### config.mk
export PLATFORM = sky130hd
export DESIGN_NAME = ata_task_file_command_control
export DESIGN_NICKNAME = d
export VERILOG_FILES = /design/src/verilog/ata_tf_pkg.sv /design/src/verilog/ata_task_file_command_control.sv
export VERILOG_INCLUDE_DIRS = /design/src /design/src/verilog
export SDC_FILE = /design/constraint.sdc
export NUM_CORES = 1
export LEC_CHECK = 0
export BUFFER_PORTS_ARGS = -buffer_cell sky130_fd_sc_hd__buf_2
export CAP_MARGIN = 20
export CELL_PAD_IN_SITES_DETAIL_PLACEMENT = 0
export CELL_PAD_IN_SITES_GLOBAL_PLACEMENT = 2
export CORE_ASPECT_RATIO = 0.75
export CORE_MARGIN = 3
export CORE_UTILIZATION = 25
export CTS_CLUSTER_DIAMETER = 50
export DETAILED_ROUTE_END_ITERATION = 8
export GPL_ROUTABILITY_DRIVEN = 1
export HOLD_SLACK_MARGIN = 0.02
export PLACE_DENSITY = 0.72
export RECOVER_POWER = 50
export SLEW_MARGIN = 20
export SYNTH_ARGS = -nofsm -noshare
export SYNTH_HDL_FRONTEND = slang
export SYNTH_SLANG_ARGS = --single-unit
### constraint.sdc
create_clock -name core_clk -period 3.65 [get_ports core_clk]
set_input_delay 0.5475 -clock core_clk [delete_from_list [all_inputs] [get_ports core_clk]]
set_output_delay 0.5475 -clock core_clk [all_outputs]
set_load 0.1 [all_outputs]
### src/verilog/ata_tf_cfg.svh
// Constants for the task-file command controller: offsets, bits, codes.
// Assumes a 32-bit APB bus with byte addresses and a 20 MHz core clock.
`ifndef ATA_TF_CFG_SVH
`define ATA_TF_CFG_SVH
// ****************************************************************
// Register byte offsets
// ****************************************************************
`define OFF_DATA    8'h00
`define OFF_ERRFEAT 8'h04
`define OFF_COUNT   8'h08
`define OFF_SECTOR  8'h0c
`define OFF_CYL_LO  8'h10
`define OFF_CYL_HI  8'h14
`define OFF_DRVHEAD 8'h18
`define OFF_STATCMD 8'h1c
`define OFF_ALTCTRL 8'h20
`define OFF_DRVADDR 8'h24
`define OFF_CARDCFG 8'h28
// ****************************************************************
// Field positions
// ****************************************************************
`define ST_BSY  7
`define ST_DRDY 6
`define ST_DSC  4
`define ST_DRQ  3
`define ST_ERR  0
`define DC_TASK_FILE_RESET_REQUEST 2
`define DC_IRQ_DISABLE 1
`define DH_DRV  4
`define ER_ABRT 2
// ****************************************************************
// Reset values and results
// ****************************************************************
`define DEF_COUNT   8'h01
`define DEF_SECTOR  8'h01
`define DEF_DRVHEAD 8'ha0
`define DEF_CFG     8'h00
`define DIAG_PASS   8'h01
`define PWR_ACTIVE  8'hff
`define PWR_STANDBY 8'h00
`define WEAR_NONE   8'h00
// ****************************************************************
// Command codes
// ****************************************************************
`define CMD_RD     8'h20, 8'h21, 8'h22, 8'h23, 8'hc4
`define CMD_VERIFY 8'h40, 8'h41
`define CMD_WR     8'h30, 8'h31, 8'h32, 8'h33, 8'h38, 8'h3c, 8'hc5, 8'hcd
`define CMD_RDBUF  8'he4
`define CMD_WRBUF  8'he8
`define CMD_IDENT  8'hec
`define CMD_FORMAT 8'h50
`define CMD_ERASE  8'hc0
`define CMD_DIAG   8'h90
`define CMD_CHKPWR 8'he5, 8'h98
`define CMD_IDLE   8'he3, 8'h97
`define CMD_IDLEI  8'he1, 8'h95
`define CMD_STBY   8'he2, 8'h96, 8'he0, 8'h94
`define CMD_SLEEP  8'he6, 8'h99
`define CMD_WEAR   8'hf5
`define CMD_NOP    8'h1?, 8'h7?, 8'h03, 8'h91, 8'hef, 8'hc6, 8'h87
// ****************************************************************
// Timing
// ****************************************************************
`define CLK_NS  50
`define EXEC_NS 1000
`endif

### src/verilog/ata_tf_pkg.sv
// Types shared by the task-file command controller.
// Assumes the constants header is compiled alongside.
package ata_tf_pkg;
    typedef enum logic [2:0] {S_IDLE, S_EXEC, S_XIN, S_XOUT, S_TASK_FILE_RESET_REQUEST}
        state_e;
    typedef enum logic [3:0] {OP_BAD, OP_RD, OP_VERIFY, OP_WR, OP_RDBUF,
        OP_WRBUF, OP_IDENT, OP_FORMAT, OP_ERASE, OP_DIAG, OP_CHKPWR,
        OP_IDLE, OP_IDLEI, OP_STBY, OP_SLEEP, OP_WEAR} op_e;
    typedef struct packed {
        logic        start;
        op_e         op;
        logic        rd;
        logic        wr;
        logic [15:0] wdata;
    } media_s;
    typedef struct packed {
        state_e      st;
        op_e         op;
        logic [7:0]  feat;
        logic [7:0]  count;
        logic [7:0]  sector;
        logic [15:0] cyl;
        logic [7:0]  head;
        logic [7:0]  err_reg;
        logic [7:0]  cfg;
        logic        busy;
        logic        drdy;
        logic        dsc;
        logic        drq;
        logic        errb;
        logic        irq_disable;
        logic        task_file_reset_request;
        logic        irq_pend;
        logic        apd_en;
        logic        standby;
        logic [7:0]  timer;
        logic [9:0]  words;
        logic [31:0] prdata;
        logic        pready;
        logic        pslverr;
        logic        irq_n;
        media_s      media;
    } state_s;
endpackage

### src/verilog/ata_task_file_command_control.sv
// Task-file registers, command decoder, soft reset and interrupt gate.
// Assumes an APB master on core_clk and a media engine that presents
// the next read data word on media_rdata and moves on after each media.rd.
//
// Behaviour
// - While soft reset bit is one, command registers are held reset.
// - Soft reset leaves card configuration register unchanged.
// - Device stays in reset until host writes the bit back to zero.
// - Interrupt disable bit one suppresses the active-low interrupt.
// - Drive address bits 5..2 return inverted head select bits.
// - Drive address register is read only; writes are ignored.
// - Read, write and read multiple codes dispatch to media operations.
// - Paired power management codes are treated as equivalent.
// - Check power mode reports current power mode.
// - Diagnostic command runs self test and reports result.
// - Erase command pre-erases the addressed sectors.
// - Format track accepts one sector of host data.
// - Format track data is not written to the media.
// - Identify returns the parameter block through data register.
// - Every command checks the drive select bit first.
// - Command write clears status bits 0,4,6, sets busy.
// - Head number field is drive/head bits 3..0.
// - Idle with nonzero count enables auto power down.
//
// Our own choices: the APB interface to the registers and the placing of the registers.
`timescale 1ns/1ps
`include "ata_tf_cfg.svh"
module ata_task_file_command_control #(
    parameter int SECTOR_WORDS = 256
) (
    input  wire logic                core_clk,
    input  wire logic                reset,
    input  wire logic                psel,
    input  wire logic                penable,
    input  wire logic                pwrite,
    input  wire logic [7:0]          paddr,
    input  wire logic [31:0]         pwdata,
    output logic [31:0]              prdata,
    output logic                     pready,
    output logic                     pslverr,
    input  wire logic                drive_is_one,
    input  wire logic [15:0]         media_rdata,
    output ata_tf_pkg::media_s       media,
    output logic                     interrupt_request_n
);
    localparam int EXEC_CYC = (`EXEC_NS + `CLK_NS - 1) / `CLK_NS;

    ata_tf_pkg::state_s s, n;
    logic               acc;
    logic               done;
    logic               wr;
    logic               rd;
    logic               cmd_ok;
    logic [7:0]         status;
    logic [31:0]        rdv;
    logic               rd_err;
    logic               last;

    // ****************************************************************
    // Command decode
    // ****************************************************************
    function automatic ata_tf_pkg::op_e decode(input logic [7:0] c);
        ata_tf_pkg::op_e o;
        o = ata_tf_pkg::OP_BAD;
        casez (c)
            `CMD_RD:     o = ata_tf_pkg::OP_RD;
            `CMD_VERIFY: o = ata_tf_pkg::OP_VERIFY;
            `CMD_WR:     o = ata_tf_pkg::OP_WR;
            `CMD_RDBUF:  o = ata_tf_pkg::OP_RDBUF;
            `CMD_WRBUF:  o = ata_tf_pkg::OP_WRBUF;
            `CMD_IDENT:  o = ata_tf_pkg::OP_IDENT;
            `CMD_FORMAT: o = ata_tf_pkg::OP_FORMAT;
            `CMD_ERASE:  o = ata_tf_pkg::OP_ERASE;
            `CMD_DIAG:   o = ata_tf_pkg::OP_DIAG;
            `CMD_CHKPWR: o = ata_tf_pkg::OP_CHKPWR;
            `CMD_IDLE:   o = ata_tf_pkg::OP_IDLE;
            `CMD_IDLEI:  o = ata_tf_pkg::OP_IDLEI;
            `CMD_STBY:   o = ata_tf_pkg::OP_STBY;
            `CMD_SLEEP:  o = ata_tf_pkg::OP_SLEEP;
            `CMD_WEAR:   o = ata_tf_pkg::OP_WEAR;
            `CMD_NOP:    o = ata_tf_pkg::OP_VERIFY;
            default:     o = ata_tf_pkg::OP_BAD;
        endcase
        return o;
    endfunction

    // ****************************************************************
    // Bus decode and read mux
    // ****************************************************************
    assign acc  = psel && penable;
    assign done = acc && s.pready;
    assign wr   = done && pwrite;
    assign rd   = done && !pwrite;
    assign last = (s.words == 10'(SECTOR_WORDS - 1));
    // The drive select bit decides whether this card is addressed.
    assign cmd_ok = wr && paddr == `OFF_STATCMD && !s.busy && !s.task_file_reset_request
        && (s.head[`DH_DRV] == drive_is_one);
    assign status = {s.busy, s.drdy, 1'b0, s.dsc, s.drq, 2'b00, s.errb};

    always_comb
    begin
        rdv    = 32'h0;
        rd_err = 1'b0;
        case (paddr)
            `OFF_DATA:    rdv = {16'h0, media_rdata};
            `OFF_ERRFEAT: rdv = {24'h0, s.err_reg};
            `OFF_COUNT:   rdv = {24'h0, s.count};
            `OFF_SECTOR:  rdv = {24'h0, s.sector};
            `OFF_CYL_LO:  rdv = {24'h0, s.cyl[7:0]};
            `OFF_CYL_HI:  rdv = {24'h0, s.cyl[15:8]};
            `OFF_DRVHEAD: rdv = {24'h0, s.head};
            `OFF_STATCMD: rdv = {24'h0, status};
            `OFF_ALTCTRL: rdv = {24'h0, status};
            `OFF_DRVADDR: rdv = {26'h0, ~s.head[3:0], 2'b00};
            `OFF_CARDCFG: rdv = {24'h0, s.cfg};
            default:      rd_err = 1'b1;
        endcase
    end

    // ****************************************************************
    // Next state
    // ****************************************************************
    always_comb
    begin
        n = s;
        n.media.start = 1'b0;
        n.media.rd    = 1'b0;
        n.media.wr    = 1'b0;
        n.pready  = acc && !s.pready;
        n.prdata  = (acc && !s.pready && !pwrite) ? rdv : s.prdata;
        n.pslverr = acc && !s.pready && rd_err;
        if (s.timer != 8'h0)
            n.timer = s.timer - 8'h1;

        // Task-file parameters are only taken while busy is clear and soft reset is not held.
        if (wr && !s.busy && !s.task_file_reset_request)
        begin
            case (paddr)
                `OFF_ERRFEAT: n.feat = pwdata[7:0];
                `OFF_COUNT:   n.count = pwdata[7:0];
                `OFF_SECTOR:  n.sector = pwdata[7:0];
                `OFF_CYL_LO:  n.cyl[7:0] = pwdata[7:0];
                `OFF_CYL_HI:  n.cyl[15:8] = pwdata[7:0];
                `OFF_DRVHEAD: n.head = pwdata[7:0];
                `OFF_CARDCFG: n.cfg = pwdata[7:0];
                default:      n.feat = s.feat;
            endcase
        end

        // Status read acknowledges the interrupt; alternate does not.
        if (rd && paddr == `OFF_STATCMD)
            n.irq_pend = 1'b0;

        case (s.st)
            ata_tf_pkg::S_EXEC:
            begin
                if (s.timer == 8'h0)
                begin
                    n.busy  = 1'b0;
                    n.drdy  = 1'b1;
                    n.dsc   = 1'b1;
                    n.words = 10'h0;
                    n.st    = ata_tf_pkg::S_IDLE;
                    n.irq_pend = 1'b1;
                    if (s.op != ata_tf_pkg::OP_BAD)
                    begin
                        n.media.start = 1'b1;
                        n.media.op    = s.op;
                    end
                    case (s.op)
                        ata_tf_pkg::OP_RD, ata_tf_pkg::OP_RDBUF,
                        ata_tf_pkg::OP_IDENT:
                        begin
                            n.drq = 1'b1;
                            n.st  = ata_tf_pkg::S_XOUT;
                        end
                        ata_tf_pkg::OP_WR, ata_tf_pkg::OP_WRBUF,
                        ata_tf_pkg::OP_FORMAT:
                        begin
                            n.drq = 1'b1;
                            n.irq_pend = s.irq_pend
                                && !(rd && paddr == `OFF_STATCMD);
                            n.st  = ata_tf_pkg::S_XIN;
                        end
                        ata_tf_pkg::OP_DIAG:
                            n.err_reg = `DIAG_PASS;
                        ata_tf_pkg::OP_CHKPWR:
                            n.count = s.standby ? `PWR_STANDBY
                                                : `PWR_ACTIVE;
                        ata_tf_pkg::OP_IDLE:
                        begin
                            n.apd_en  = (s.count != 8'h0);
                            n.standby = 1'b0;
                        end
                        ata_tf_pkg::OP_IDLEI:
                            n.standby = 1'b0;
                        ata_tf_pkg::OP_STBY, ata_tf_pkg::OP_SLEEP:
                            n.standby = 1'b1;
                        ata_tf_pkg::OP_WEAR:
                            n.count = `WEAR_NONE;
                        ata_tf_pkg::OP_BAD:
                        begin
                            n.errb    = 1'b1;
                            n.err_reg = 8'h1 << `ER_ABRT;
                        end
                        default:
                            n.err_reg = 8'h0;
                    endcase
                end
            end
            ata_tf_pkg::S_XOUT:
            begin
                if (rd && paddr == `OFF_DATA)
                begin
                    n.media.rd = 1'b1;
                    n.words    = s.words + 10'h1;
                    if (last)
                    begin
                        n.drq = 1'b0;
                        n.st  = ata_tf_pkg::S_IDLE;
                    end
                end
            end
            ata_tf_pkg::S_XIN:
            begin
                if (wr && paddr == `OFF_DATA)
                begin
                    // Format data is swallowed so stored sectors survive.
                    n.media.wr    = (s.op != ata_tf_pkg::OP_FORMAT);
                    n.media.wdata = pwdata[15:0];
                    n.words       = s.words + 10'h1;
                    if (last)
                    begin
                        n.drq      = 1'b0;
                        n.irq_pend = 1'b1;
                        n.st       = ata_tf_pkg::S_IDLE;
                    end
                end
            end
            ata_tf_pkg::S_TASK_FILE_RESET_REQUEST:
            begin
                if (!s.task_file_reset_request && s.timer == 8'h0)
                begin
                    n.busy = 1'b0;
                    n.drdy = 1'b1;
                    n.dsc  = 1'b1;
                    n.st   = ata_tf_pkg::S_IDLE;
                end
            end
            default:
                n.st = s.st;
        endcase

        if (cmd_ok)
        begin
            n.busy  = 1'b1;
            n.errb  = 1'b0;
            n.dsc   = 1'b0;
            n.drdy  = 1'b0;
            n.drq   = 1'b0;
            n.op    = decode(pwdata[7:0]);
            n.timer = 8'(EXEC_CYC);
            n.st    = ata_tf_pkg::S_EXEC;
        end

        // Control bits 7..4, 3 and 0 carry nothing for the card.
        if (wr && paddr == `OFF_ALTCTRL)
        begin
            n.irq_disable = pwdata[`DC_IRQ_DISABLE];
            n.task_file_reset_request = pwdata[`DC_TASK_FILE_RESET_REQUEST];
            if (!pwdata[`DC_TASK_FILE_RESET_REQUEST] && s.task_file_reset_request)
                n.timer = 8'(EXEC_CYC);
        end

        // Held in reset for as long as the bit stays set; the card
        // configuration register is deliberately not touched here.
        if (n.task_file_reset_request || (wr && paddr == `OFF_ALTCTRL && s.task_file_reset_request))
        begin
            n.st      = ata_tf_pkg::S_TASK_FILE_RESET_REQUEST;
            n.busy    = 1'b1;
            n.drq     = 1'b0;
            n.errb    = 1'b0;
            n.drdy    = 1'b0;
            n.irq_pend = 1'b0;
            n.feat    = 8'h0;
            n.count   = `DEF_COUNT;
            n.sector  = `DEF_SECTOR;
            n.cyl     = 16'h0;
            n.head    = `DEF_DRVHEAD;
            n.err_reg = `DIAG_PASS;
        end
        n.irq_n = !(n.irq_pend && !n.irq_disable);
    end

    // ****************************************************************
    // State register
    // ****************************************************************
    always_ff @(posedge core_clk)
    begin
        if (reset)
        begin
            s <= '0;
            s.st      <= ata_tf_pkg::S_IDLE;
            s.count   <= `DEF_COUNT;
            s.sector  <= `DEF_SECTOR;
            s.head    <= `DEF_DRVHEAD;
            s.err_reg <= `DIAG_PASS;
            s.cfg     <= `DEF_CFG;
            s.drdy    <= 1'b1;
            s.dsc     <= 1'b1;
            s.irq_n   <= 1'b1;
        end
        else
            s <= n;
    end

    assign prdata              = s.prdata;
    assign pready              = s.pready;
    assign pslverr             = s.pslverr;
    assign media               = s.media;
    assign interrupt_request_n = s.irq_n;
endmodule

======== Word-level counts from Yosys, hierarchy flattened ========
Index checks and enable logic that the tools add are counted.
storage, ports and cells
  output and inout port bits .............. 58
  bits in registers ....................... 149
  logic and storage cells ................. 263
  input bits .............................. 62
operators by class
  $add $sub $neg .......................... 2
  multiplexer cells ....................... 55
  equality and inequality tests ........... 84
  reductions and logical operators ........ 83
  bitwise gates (word level) .............. 7
operator list
  kind                number
  $eq 8x8->1 const B  25
  $pmux 16 s10        1
  $eq 8x6->1 const B  13
  $mux 8              12
  $pmux 4 s15         1
  $mux 40             1
  $eq 8x5->1 const B  4
  $mux 10             3
  $pmux 10 s3         1
  $eq 4x4->1 const B  7
  $eq 8x7->1 const B  3
  $mux 3              8
  $pmux 8 s3          1
  $logic_and 1x1->1   22
  $reduce_and 3->1    7
  $eq 4x3->1 const B  5
  $reduce_and 5->1    4
  $reduce_or 2->1     9
  $eq 8x4->1 const B  2
  $logic_not 8->1     2
  $ne 4x4->1 const B  4
  $pmux 8 s2          1
  $reduce_bool 8->1   2
  $mux 5              3
  other kinds (42)    90

======== Longest topological paths before layout ========
Gate-level depths: netlist of the first run.
  word-level depth ........................ 12
  mapped depth ............................ 8
  gate-level depth less buffers ........... 7

======== Worst setup path after synthesis of the first run ========
OpenSTA, ideal clock, no wires.
  path kind ............................... register to register
  start ................................... register s (netlist bit pready)
  end ..................................... register s[134] (netlist name)
  buffers on the path ..................... 0
  period minus slack after synthesis ...... 2.631 ns
  data required time ...................... 3.502 ns
  setup slack ............................. 1.019 ns
  library setup time ...................... 0.148 ns
  stages on the path, launching flop included .. 7
  data arrival time ....................... 2.484 ns
  cells stage by stage .................... dfxtp_1 -> nand4_2 -> nor3_2 -> nand3_2 -> mux2i_1 -> o31a_1 -> o21ai_1
between the ends
  word-level cells in the longest chain between the ends .. 8
  elaborated cells on any way between the ends .. 13
  those cells by class .................... 5 x mux; 8 x reduce/logical
ends and longest elaborated chain
  what                            RTL line                              source
  start, declared                 ata_task_file_command_control.sv:48   ata_tf_pkg::state_s s, n;
  start signal, assigned          ata_task_file_command_control.sv:314  s <= n;
  $logic_and 1x1->1 (*)           ata_task_file_command_control.sv:91   assign done = acc && s.pready;
  $logic_and 1x1->1 (*)           ata_task_file_command_control.sv:92   assign wr = done && pwrite;
  $logic_and 1x1->1 (2 in a row)  ata_task_file_command_control.sv:136  if (wr && !s.busy && !s.task_file_reset_request)
  $mux 40                         ata_task_file_command_control.sv:136
  $pmux 8 s2                      ata_task_file_command_control.sv:170  case (s.op)
  $mux 8                          ata_task_file_command_control.sv:157  if (s.timer == 8'h0)
  $mux 8                          ata_task_file_command_control.sv:154  case (s.st)
Every way passes the cells marked *; elsewhere a longest branch is shown, timed or not.
A chain may end at the register's enable or synchronous reset.

======== Final worst setup path of the first run ========
  start ................................... input port paddr[4]
  end ..................................... register s[140] (netlist name)
between the ends
  word-level cells in the longest chain between the ends .. 6
  elaborated cells on any way between the ends .. 12
  those cells by class .................... 2 x eq/ne; 6 x mux; 4 x reduce/logical
ends and longest elaborated chain
  what             RTL line                              source
  start, declared  ata_task_file_command_control.sv:36   input wire logic [7:0] paddr,
  $eq 8x4->1       ata_task_file_command_control.sv:138  case (paddr)
  $mux 8           ata_task_file_command_control.sv:138
  $mux 40          ata_task_file_command_control.sv:136
  $pmux 8 s2       ata_task_file_command_control.sv:170
  $mux 8           ata_task_file_command_control.sv:157
  $mux 8           ata_task_file_command_control.sv:154
Several ways; a longest one is shown, not always the timed one.

==> summary.md, run 1 <==
| Metric | Value |
|---|---|
| Status | `completed` |
| Rows | `50` |
| Routed vias | `5,722` |
| Synth Area per Inst | `8.17 sq um` |
| Post_cts resized | `0` |
| Synth cell types | `72` |
| Fin crit period | `2.92 ns` |
| Max Cap Viol | `0` |
| Placed cell count | `1,153` |
| Diode count | `0` |
| Worst reg2reg path endpoint | `s[109]` |
| Yosys reg bits | `126` |
| Worst setup EP type | `register` |
| Crit path to | `s[140]` |
| Maximum clock insertion buffer count | `2` |
| RR Startpoint | `pready` |
| Clk Latency, worst-skew pair | `0.42 ns` |
| Yosys warnings | `0` |
| CP Launch Point | `paddr[4]` |
| WHS Path Cells | `3` |
| Internal | `2.56 mW` |
| ANT nets after route | `0` |
| R2R setup slack | `0.73 ns` |
| Setup Skew | `0.00816 ns` |
| Die footprint | `28,500 sq um` |
| DPL Wire Length | `14,800 microns` |
| Core outline area | `25,500 sq um` |
| DRC Markers | `0` |
| Largest net degree at the start of global routing | `49` |
| Crit path max fanout | `19` |
| CP Data Arrival Time | `3.20 ns` |
| Final WS setup | `0.733 ns` |
| Switch share | `28.0%` |
| Clock power share | `45.2%` |
| Worst-Margin Slew | `1.29 ns` |
| Setup bufs post-CTS | `0` |
| Ys flop type | `dfxtp_1` |
| NumNets Final | `899` |
| Hold_buf cts | `0` |
| Fin. Hold Viols | `0` |
| # IOs | `120` |
| Unrepaired setup endpoints after global routing | `no` |
| Comb pwr share | `14.0%` |
| HP Class | `in -> reg` |
| Count of final setup violators | `0` |
| Drt wl/cell | `17.3 microns` |
| Cell Chain, Critical Path | `clkbuf_1, or4b_4, nor3_1, a211o_1, buf_4, nor4_2, o21bai_1` |
| Number of global-route vias before repair | `5,482` |
| CTS tree | `yes` |
| Seq pwr share | `40.8%` |
| Reg clk slew, reported paths | `0.06 ns` |
| Area Overhead vs Synth | `12.8%` |
| Clk root buf | `clkbuf_16` |
| Die W | `194 microns` |
| DRT Pass-1 Iters | `5` |
| Slowest CP cell | `or4b_4` |
| Hold_sp | `pwdata[13]` |
| Period utilization | `79.9%` |
| CP required | `3.93 ns` |
| Non-filler cells, final | `1,185` |
| Register area share after synthesis | `38.2%` |
| H-Tree Depth | `4` |
| Max VDD drop | `0.000295 V` |
| Delay of the slowest cell on the worst path | `0.74 ns` |
| Overall power | `3.56 mW` |
| Total grt overflow | `0` |
| CTS Sinks | `126` |
| Proportion of layout cells with a drive suffix above 1 | `12.0%` |
| Initial Util | `26.0%` |
| Vias per inst | `4.83` |
| Highest clock rate | `0.343 GHz` |
| Fin. max-slew vios | `0` |
| Port Buf Inserts | `87` |
| Critical path class | `in -> reg` |
| Leakage power | `2.85 nW` |
| Worst slew margin | `14.5%` |
| All-layer global routing usage | `14.3%` |
| Setup crit start kind | `input pin` |
| Final wirelength | `20,500 microns` |
| Number of fill cells | `2,798` |
| Initial antenna violation count | `0` |
| Post-synth EDFFs | `0` |
| Pwr dens | `478 nW/um^2` |
| Total negative slack | `0 ns` |
| Mapped cell area | `6610 sq um` |
| Die Ht | `147 microns` |
| First-pass GRT wire length | `32,100 microns` |
| Num CTS Buffers | `17` |
| Placement Setup Slack | `0.865 ns` |
| R2R depth | `5` |
| Iter 0 DRT Violations | `371` |
| Reported net switching power | `999 uW` |
| Cells after synthesis | `809` |
| Final GP Congestion | `0.855` |
| Ys async rst share | `0%` |
==> flip-flops by register name, indices dropped and copies added, names as in the netlist <==
name	count
media	23
s	84
interrupt_request_n	1
pready	1
prdata	16
pslverr	1
==> cells by family after synthesis <==
family                   after synthesis  synth area share, %
AO/OA/AOI/OAI                        166                 16.1
XOR/XNOR                              19                 2.52
buffers and inverters                115                 10.1
multiplexers                          49                 7.46
adder cells (fa/ha/maj)                3                0.568
other                                  1               0.0567
AND/OR/NAND/NOR                      330                 25.1
flip-flops                           126                 38.2
==> cell usage in the layout (no fill, tap or decap), types with 7 or more instances in the layout <==
cell / count
xor2_1: 9
a22o_1: 7
mux2i_1: 47
o21bai_1: 11
a31oi_1: 7
a21oi_1: 67
clkbuf_16: 17
xnor2_1: 10
nor3b_1: 7
a22oi_1: 16
and3_1: 10
nor3_1: 21
buf_2: 43
conb_1: 16
inv_1: 7
buf_4: 9
nand3_1: 23
nor2_1: 104
nand2b_1: 11
nor4_1: 10
clkbuf_1: 49
nand2_1: 96
dfxtp_1: 126
o21ai_0: 18
==> power groups by stage <==
stage | Sequential [mW] | Clock (mW) | Combinational (mW)
floorplan | 1.48 | 0 | 0.396
global placement | 1.48 | 0 | 0.507
detailed placement | 1.48 | 0 | 0.503
CTS | 1.45 | 1.66 | 0.506
global route | 1.46 | 1.70 | 0.561
finish | 1.45 | 1.61 | 0.499
==> through the flow <==
step                utilization (%)  hold slack [ns]  cell area [sq um]
floorplan                         -            0.428               6670
global placement               27.4            0.435               6980
detailed placement             27.4            0.442               6980
CTS                            29.6            0.344               7550
global route                   29.3            0.362               7460
finish                         29.3            0.373               7460
==> layer usage <==
layer	share of wire [%]	track usage, %	vias up
met3	7.6	4.40	15
li1	-	-	2844
met4	1.0	3.65	0
met2	40	20.0	186
met1	52	21.2	2677
met5	0	0	-
==> cell usage after synthesis (5+ instances only) <==
| library cell | instances | area, sq um |
|---|---|---|
| dfxtp_1 | 126 | 2520 |
| nor2_1 | 104 | 390 |
| nand2_1 | 96 | 360 |
| a21oi_1 | 67 | 335 |
| buf_4 | 55 | 413 |
| mux2i_1 | 47 | 470 |
| clkbuf_1 | 33 | 124 |
| nand3_1 | 23 | 115 |
| nor3_1 | 19 | 95.1 |
| o21ai_0 | 18 | 90.1 |
| a22oi_1 | 16 | 120 |
| buf_2 | 16 | 80.1 |
| nand2b_1 | 11 | 68.8 |
| o21bai_1 | 11 | 82.6 |
| and3_1 | 10 | 62.6 |
| xnor2_1 | 10 | 87.6 |
| nor4_1 | 9 | 56.3 |
| xor2_1 | 9 | 78.8 |
| a22o_1 | 7 | 61.3 |
| a31oi_1 | 7 | 43.8 |
| inv_1 | 7 | 26.3 |
| nor3b_1 | 7 | 52.6 |
| nor2b_1 | 5 | 31.3 |
| o21ai_1 | 5 | 25.0 |
| o22ai_1 | 5 | 31.3 |
==> how the worst min path moves through the flow <==
stage / endpoint / slack [ns]
floorplan: s[127] / 0.43
global placement: media[13] / 0.44
detailed placement: media[14] / 0.44
CTS: media[13] / 0.34
global route: media[14] / 0.36
finish: media[13] / 0.37
==> cell type report <==
cell class              instances  area (sq um)  area share [%]
inverters                       7          26.3           0.352
clock inverters                10          88.8            1.19
clock buffers                  22           474            6.36
well taps                     338           423            5.67
multi-input cells             583          3460            46.4
repair buffers                 99           459            6.16
flip-flops and latches        126          2520            33.8
==> critical path, delay by kind of cell <==
kind                   cells  cell delay [ns]
AO/OA/AOI/OAI              2             0.43
AND/OR/NAND/NOR            3             1.57
buffers and inverters      2             0.64
No activity file was read; power rests on OpenSTA's default activity.
==> run 2, diff against run 1 <==
- PLACE_DENSITY: 0.72 -> 0.74
- clock period: 3.65 -> 2.45 ns (I/O delays scaled with it)
==> summary.md, run 2 (synthesis results as in run 1) <==
| Metric | Value |
|---|---|
| Setup bufs post-CTS | `0` |
| Maximum clock insertion buffer count | `2` |
| Placement Setup Slack | `0.184 ns` |
| Commonest non-fill, non-tap cell in the layout | `dfxtp_1` |
| Final WS setup | `0.186 ns` |
| Diode count | `0` |
| Largest net degree at the start of global routing | `51` |
| HP Class | `in -> reg` |
| Initial Util | `26.0%` |
| Rows | `50` |
| DRC Markers | `0` |
| Reg clk slew, reported paths | `0.06 ns` |
| Register area | `2520 sq um` |
| Core outline area | `25,500 sq um` |
| Fin crit period | `2.26 ns` |
| Die Ht | `147 microns` |
| CP most frequent cell | `clkbuf_1` |
| NumNets Final | `930` |
| Count of final setup violators | `0` |
| Highest clock rate | `0.442 GHz` |
| Initial antenna violation count | `0` |
| Met3 wire len | `1320 microns` |
| Unrepaired setup endpoints after global routing | `no` |
| DRT Pass-1 Iters | `5` |
| Setup crit start kind | `input pin` |
| Final Cell Area | `7760 sq um` |
| Number of fill cells | `2,798` |
| H-Tree Depth | `4` |
| Fin. Hold Viols | `0` |
| # IOs | `120` |
| Final GP Congestion | `0.846` |
| Num CTS Buffers | `17` |
| Worst setup EP type | `register` |
| Cell Chain, Critical Path | `clkbuf_1, clkbuf_1, nand2_1, clkbuf_1, o32ai_1, buf_4, a32oi_1, nand2_1, a22o_1` |
| Max Cap Viol | `0` |
| Util after Layout | `30.5%` |
| Worst slew margin | `14.2%` |
| Slowest CP cell | `clkbuf_1` |
| Fin. max-slew vios | `0` |
| Crit path buf inv count | `4` |
| Final wirelength | `20,900 microns` |
| Period utilization | `92.4%` |
| DPL Wire Length | `15,500 microns` |
| Total grt overflow | `0` |
| Status | `completed` |
| Setup Skew | `0.00833 ns` |
| Delay of the slowest cell on the worst path | `0.72 ns` |
| Pwr dens | `725 nW/um^2` |
| Die footprint | `28,500 sq um` |
| Max VDD drop | `0.000427 V` |
| Commonest non-fill, non-tap cells in the layout | `dfxtp_1, nor2_1, nand2_1` |
| Clk root buf | `clkbuf_16` |
| Die W | `194 microns` |
| Port Buf Inserts | `87` |
| Crit path max fanout | `19` |
| Drt wl/cell | `17.2 microns` |
| Area of the multi-input gates | `3460 sq um` |
| Hold_buf cts | `0` |
| Wl on met1 | `11,200 microns` |
| Total negative slack | `0 ns` |
| Worst-Margin Slew | `1.29 ns` |
| Proportion of layout cells with a drive suffix above 1 | `15.3%` |
| Area Overhead vs Synth | `17.4%` |
| Top reg by flops | `s` |
| Crit path max-delay family | `buffers and inverters` |
| CP required | `2.81 ns` |
| Top Layer Used | `met4` |
| Critical path class | `in -> reg` |
| CTS Sinks | `126` |
| Vias per inst | `4.83` |
| First-pass GRT wire length | `32,500 microns` |
| Placed inst area | `7230 sq um` |
| CP Data Arrival Time | `2.62 ns` |
| Clk Latency, worst-skew pair | `0.41 ns` |
| Post_cts resized | `0` |
| DR WL met2 | `8190 microns` |
| All-layer global routing usage | `14.5%` |
| Max reg flops | `84` |
| Routed vias | `5,870` |
| CTS tree | `yes` |
| Leakage power | `3.02 nW` |
| ANT nets after route | `0` |
| Iter 0 DRT Violations | `392` |
| Number of global-route vias before repair | `5,537` |
-- run 2: cell types whose count changed in the layout (fill, tap and decap cells not counted), moves of 2 or more --
cell,previous run,this run
clkbuf_8,3,1
clkinv_2,4,1
bufinv_16,1,4
buf_4,9,36
clkbuf_2,0,2
-- run 2: worst register-to-register path: cells and delay by family, from the launching register on --
kind	cells	cell delay, ns
AND/OR/NAND/NOR	3	1.01
AO/OA/AOI/OAI	2	0.65
flip-flops	1	0.36
-- run 2: per-stage QoR --
step / hold slack [ns] / cells / power, mW
global route: 0.185 / 1216 / 5.88
CTS: 0.171 / 1216 / 5.69
global placement: 0.433 / 1184 / 2.98
floorplan: 0.428 / 824 / 2.80
finish: 0.192 / 1216 / 5.63
detailed placement: 0.442 / 1184 / 2.97
-- run 2: area by class of cell --
class | count | area share (%)
inverter | 7 | 0.339
multi-input combinational | 583 | 44.6
clock buffer | 19 | 5.71
tap | 338 | 5.45
clock inverter | 13 | 2.43
sequential | 126 | 32.5
timing repair buffer | 130 | 8.95
-- run 2: final timing paths --
kind              cells past startpoint  slack [ns]    endpoint       startpoint
setup / recovery                      9        0.19   prdata[3]         paddr[2]
hold / removal                        3        0.19  prdata[13]  media_rdata[13]
setup reg to reg                      5        0.30      s[140]            s[71]
hold reg to reg                       2        0.45      s[131]           s[131]
-- run 2: where the power goes --
part,internal [mW],leakage [nW],total (mW),switching [mW]
logic,0.255,1.71,0.757,0.502
registers,2.11,1.02,2.17,0.0575
clock network,1.73,0.292,2.70,0.967
-- run 2: layer usage --
metal / up-vias / track usage [%]
met5: - / 0
met3: 19 / 3.48
met4: 0 / 3.18
met1: 2774 / 22.5
li1: 2902 / -
met2: 175 / 19.9
==> run 3, diff against run 2 <==
- CTS_BUF_LIST: default -> sky130_fd_sc_hd__clkbuf_16
==> summary.md, run 3 (synthesis results as in run 1) <==
| Metric | Value |
|---|---|
| CP most frequent cell | `clkbuf_1` |
| NumNets Final | `930` |
| Status | `completed` |
| Reg clk slew, reported paths | `0.06 ns` |
| Leakage power | `3.02 nW` |
| Commonest non-fill, non-tap cell in the layout | `dfxtp_1` |
| Comb pwr share | `13.5%` |
| Number of global-route vias before repair | `5,533` |
| Maximum clock insertion buffer count | `2` |
| Area Overhead vs Synth | `17.3%` |
| Total grt overflow | `0` |
| Clock power share | `47.7%` |
| Setup bufs post-CTS | `0` |
| CP Data Arrival Time | `2.53 ns` |
| All-layer global routing usage | `14.4%` |
| ANT nets after route | `0` |
| HP Class | `in -> reg` |
| Seq pwr share | `38.8%` |
| Worst-Margin Slew | `1.29 ns` |
| Die W | `194 microns` |
| Max VDD drop | `0.000428 V` |
| Unrepaired setup endpoints after global routing | `no` |
| Worst setup EP type | `register` |
| Highest clock rate | `0.450 GHz` |
| Fin crit period | `2.22 ns` |
| Period utilization | `90.6%` |
| Num CTS Buffers | `17` |
| Switch share | `27.3%` |
| Fin. max-slew vios | `0` |
| DRT Pass-1 Iters | `5` |
| Crit path max fanout | `19` |
| Drt wl/cell | `17.2 microns` |
| Worst slew margin | `14.2%` |
| Fin. Hold Viols | `0` |
| # IOs | `120` |
| Post_cts resized | `0` |
| Cell Chain, Critical Path | `clkbuf_1, clkbuf_1, nor2b_1, and2_0, a21oi_1, o221ai_1, a22o_1` |
| Clk root buf | `clkbuf_16` |
| Diode count | `0` |
| Internal | `4.06 mW` |
| Util after Layout | `30.5%` |
| Slowest CP cell | `clkbuf_1` |
| Final GP Congestion | `0.846` |
| Count of final setup violators | `0` |
| Die footprint | `28,500 sq um` |
| Initial antenna violation count | `0` |
| Largest net degree at the start of global routing | `51` |
| Clk Latency, worst-skew pair | `0.41 ns` |
| Total negative slack | `0 ns` |
| Commonest non-fill, non-tap cells in the layout | `dfxtp_1, nor2_1, nand2_1` |
| Reported net switching power | `1.53 mW` |
| Initial Util | `26.0%` |
| Final wirelength | `20,900 microns` |
| H-Tree Depth | `4` |
| Setup Skew | `0.00805 ns` |
| Rows | `50` |
| Max Cap Viol | `0` |
| Pwr dens | `721 nW/um^2` |
| Delay of the slowest cell on the worst path | `0.72 ns` |
| Port Buf Inserts | `87` |
| Critical path class | `in -> reg` |
| CTS Sinks | `126` |
| First-pass GRT wire length | `32,500 microns` |
| Proportion of layout cells with a drive suffix above 1 | `15.1%` |
| CTS tree | `yes` |
| Routed vias | `5,870` |
| Top reg by flops | `s` |
| Vias per inst | `4.83` |
| Max reg flops | `84` |
| Iter 0 DRT Violations | `361` |
| CP required | `2.76 ns` |
| DRC Markers | `0` |
| DPL Wire Length | `15,500 microns` |
| Setup crit start kind | `input pin` |
| Hold_buf cts | `0` |
| Core outline area | `25,500 sq um` |
| Worst hold slack | `0.192 ns` |
| Die Ht | `147 microns` |
[run 3: cell types whose count changed in the layout (fill, tap and decap cells not counted)]
cell and change:
inv_1 +1, clkbuf_8 -1, clkinv_1 +1, o32ai_1 -1, o32ai_2 +1, buf_4 -1
[run 3: worst paths after layout]
path / startpoint / to / slack, ns / cells after the start
worst max-delay path: paddr[2] / prdata[5] / 0.23 / 7
worst min-delay path: media_rdata[13] / prdata[13] / 0.19 / 3
worst max register to register: s[71] / s[140] / 0.28 / 5
worst min register to register: media[15] / media[15] / 0.45 / 2
[run 3: final cells by class]
class | count | area, sq um
clock inverter | 15 | 196
sequential | 126 | 2520
inverter | 7 | 26.3
multi-input combinational | 583 | 3470
clock buffer | 17 | 425
fill | 2796 | 17700
timing repair buffer | 130 | 691
tap | 338 | 423
[run 3: routing by layer]
metal	up-vias	global-route usage, %	share of wire (%)
li1	2901	-	-
met1	2776	22.5	54
met2	176	19.9	39
met3	17	3.42	6.1
met4	0	2.96	0.95
met5	-	0	0
[run 3: per-stage QoR]
stage | cells | power (mW) | cell area (sq um) | setup WS (ns)
finish | 1216 | 5.59 | 7750 | 0.230
global route | 1216 | 5.84 | 7750 | 0.0764
CTS | 1216 | 5.66 | 7850 | 0.247
detailed placement | 1184 | 2.97 | 7230 | 0.184
global placement | 1184 | 2.98 | 7230 | 0.184
floorplan | 824 | 2.80 | 6670 | 0.241
[run 3: critical path, delay by kind of cell]
family                 cells  cell delay, ns
AND/OR/NAND/NOR            2            0.51
AO/OA/AOI/OAI              3            0.76
buffers and inverters      2            0.88
[run 3: power groups by stage]
stage          Combinational [mW]  Clock [mW]  Sequential, mW
3_3_place_gp                0.765           0            2.21
2_1_floorplan               0.590           0            2.21
3_5_place_dp                0.761           0            2.21
4_1_cts                     0.766        2.72            2.17
6_report                    0.757        2.67            2.17
5_1_grt                     0.850        2.81            2.17
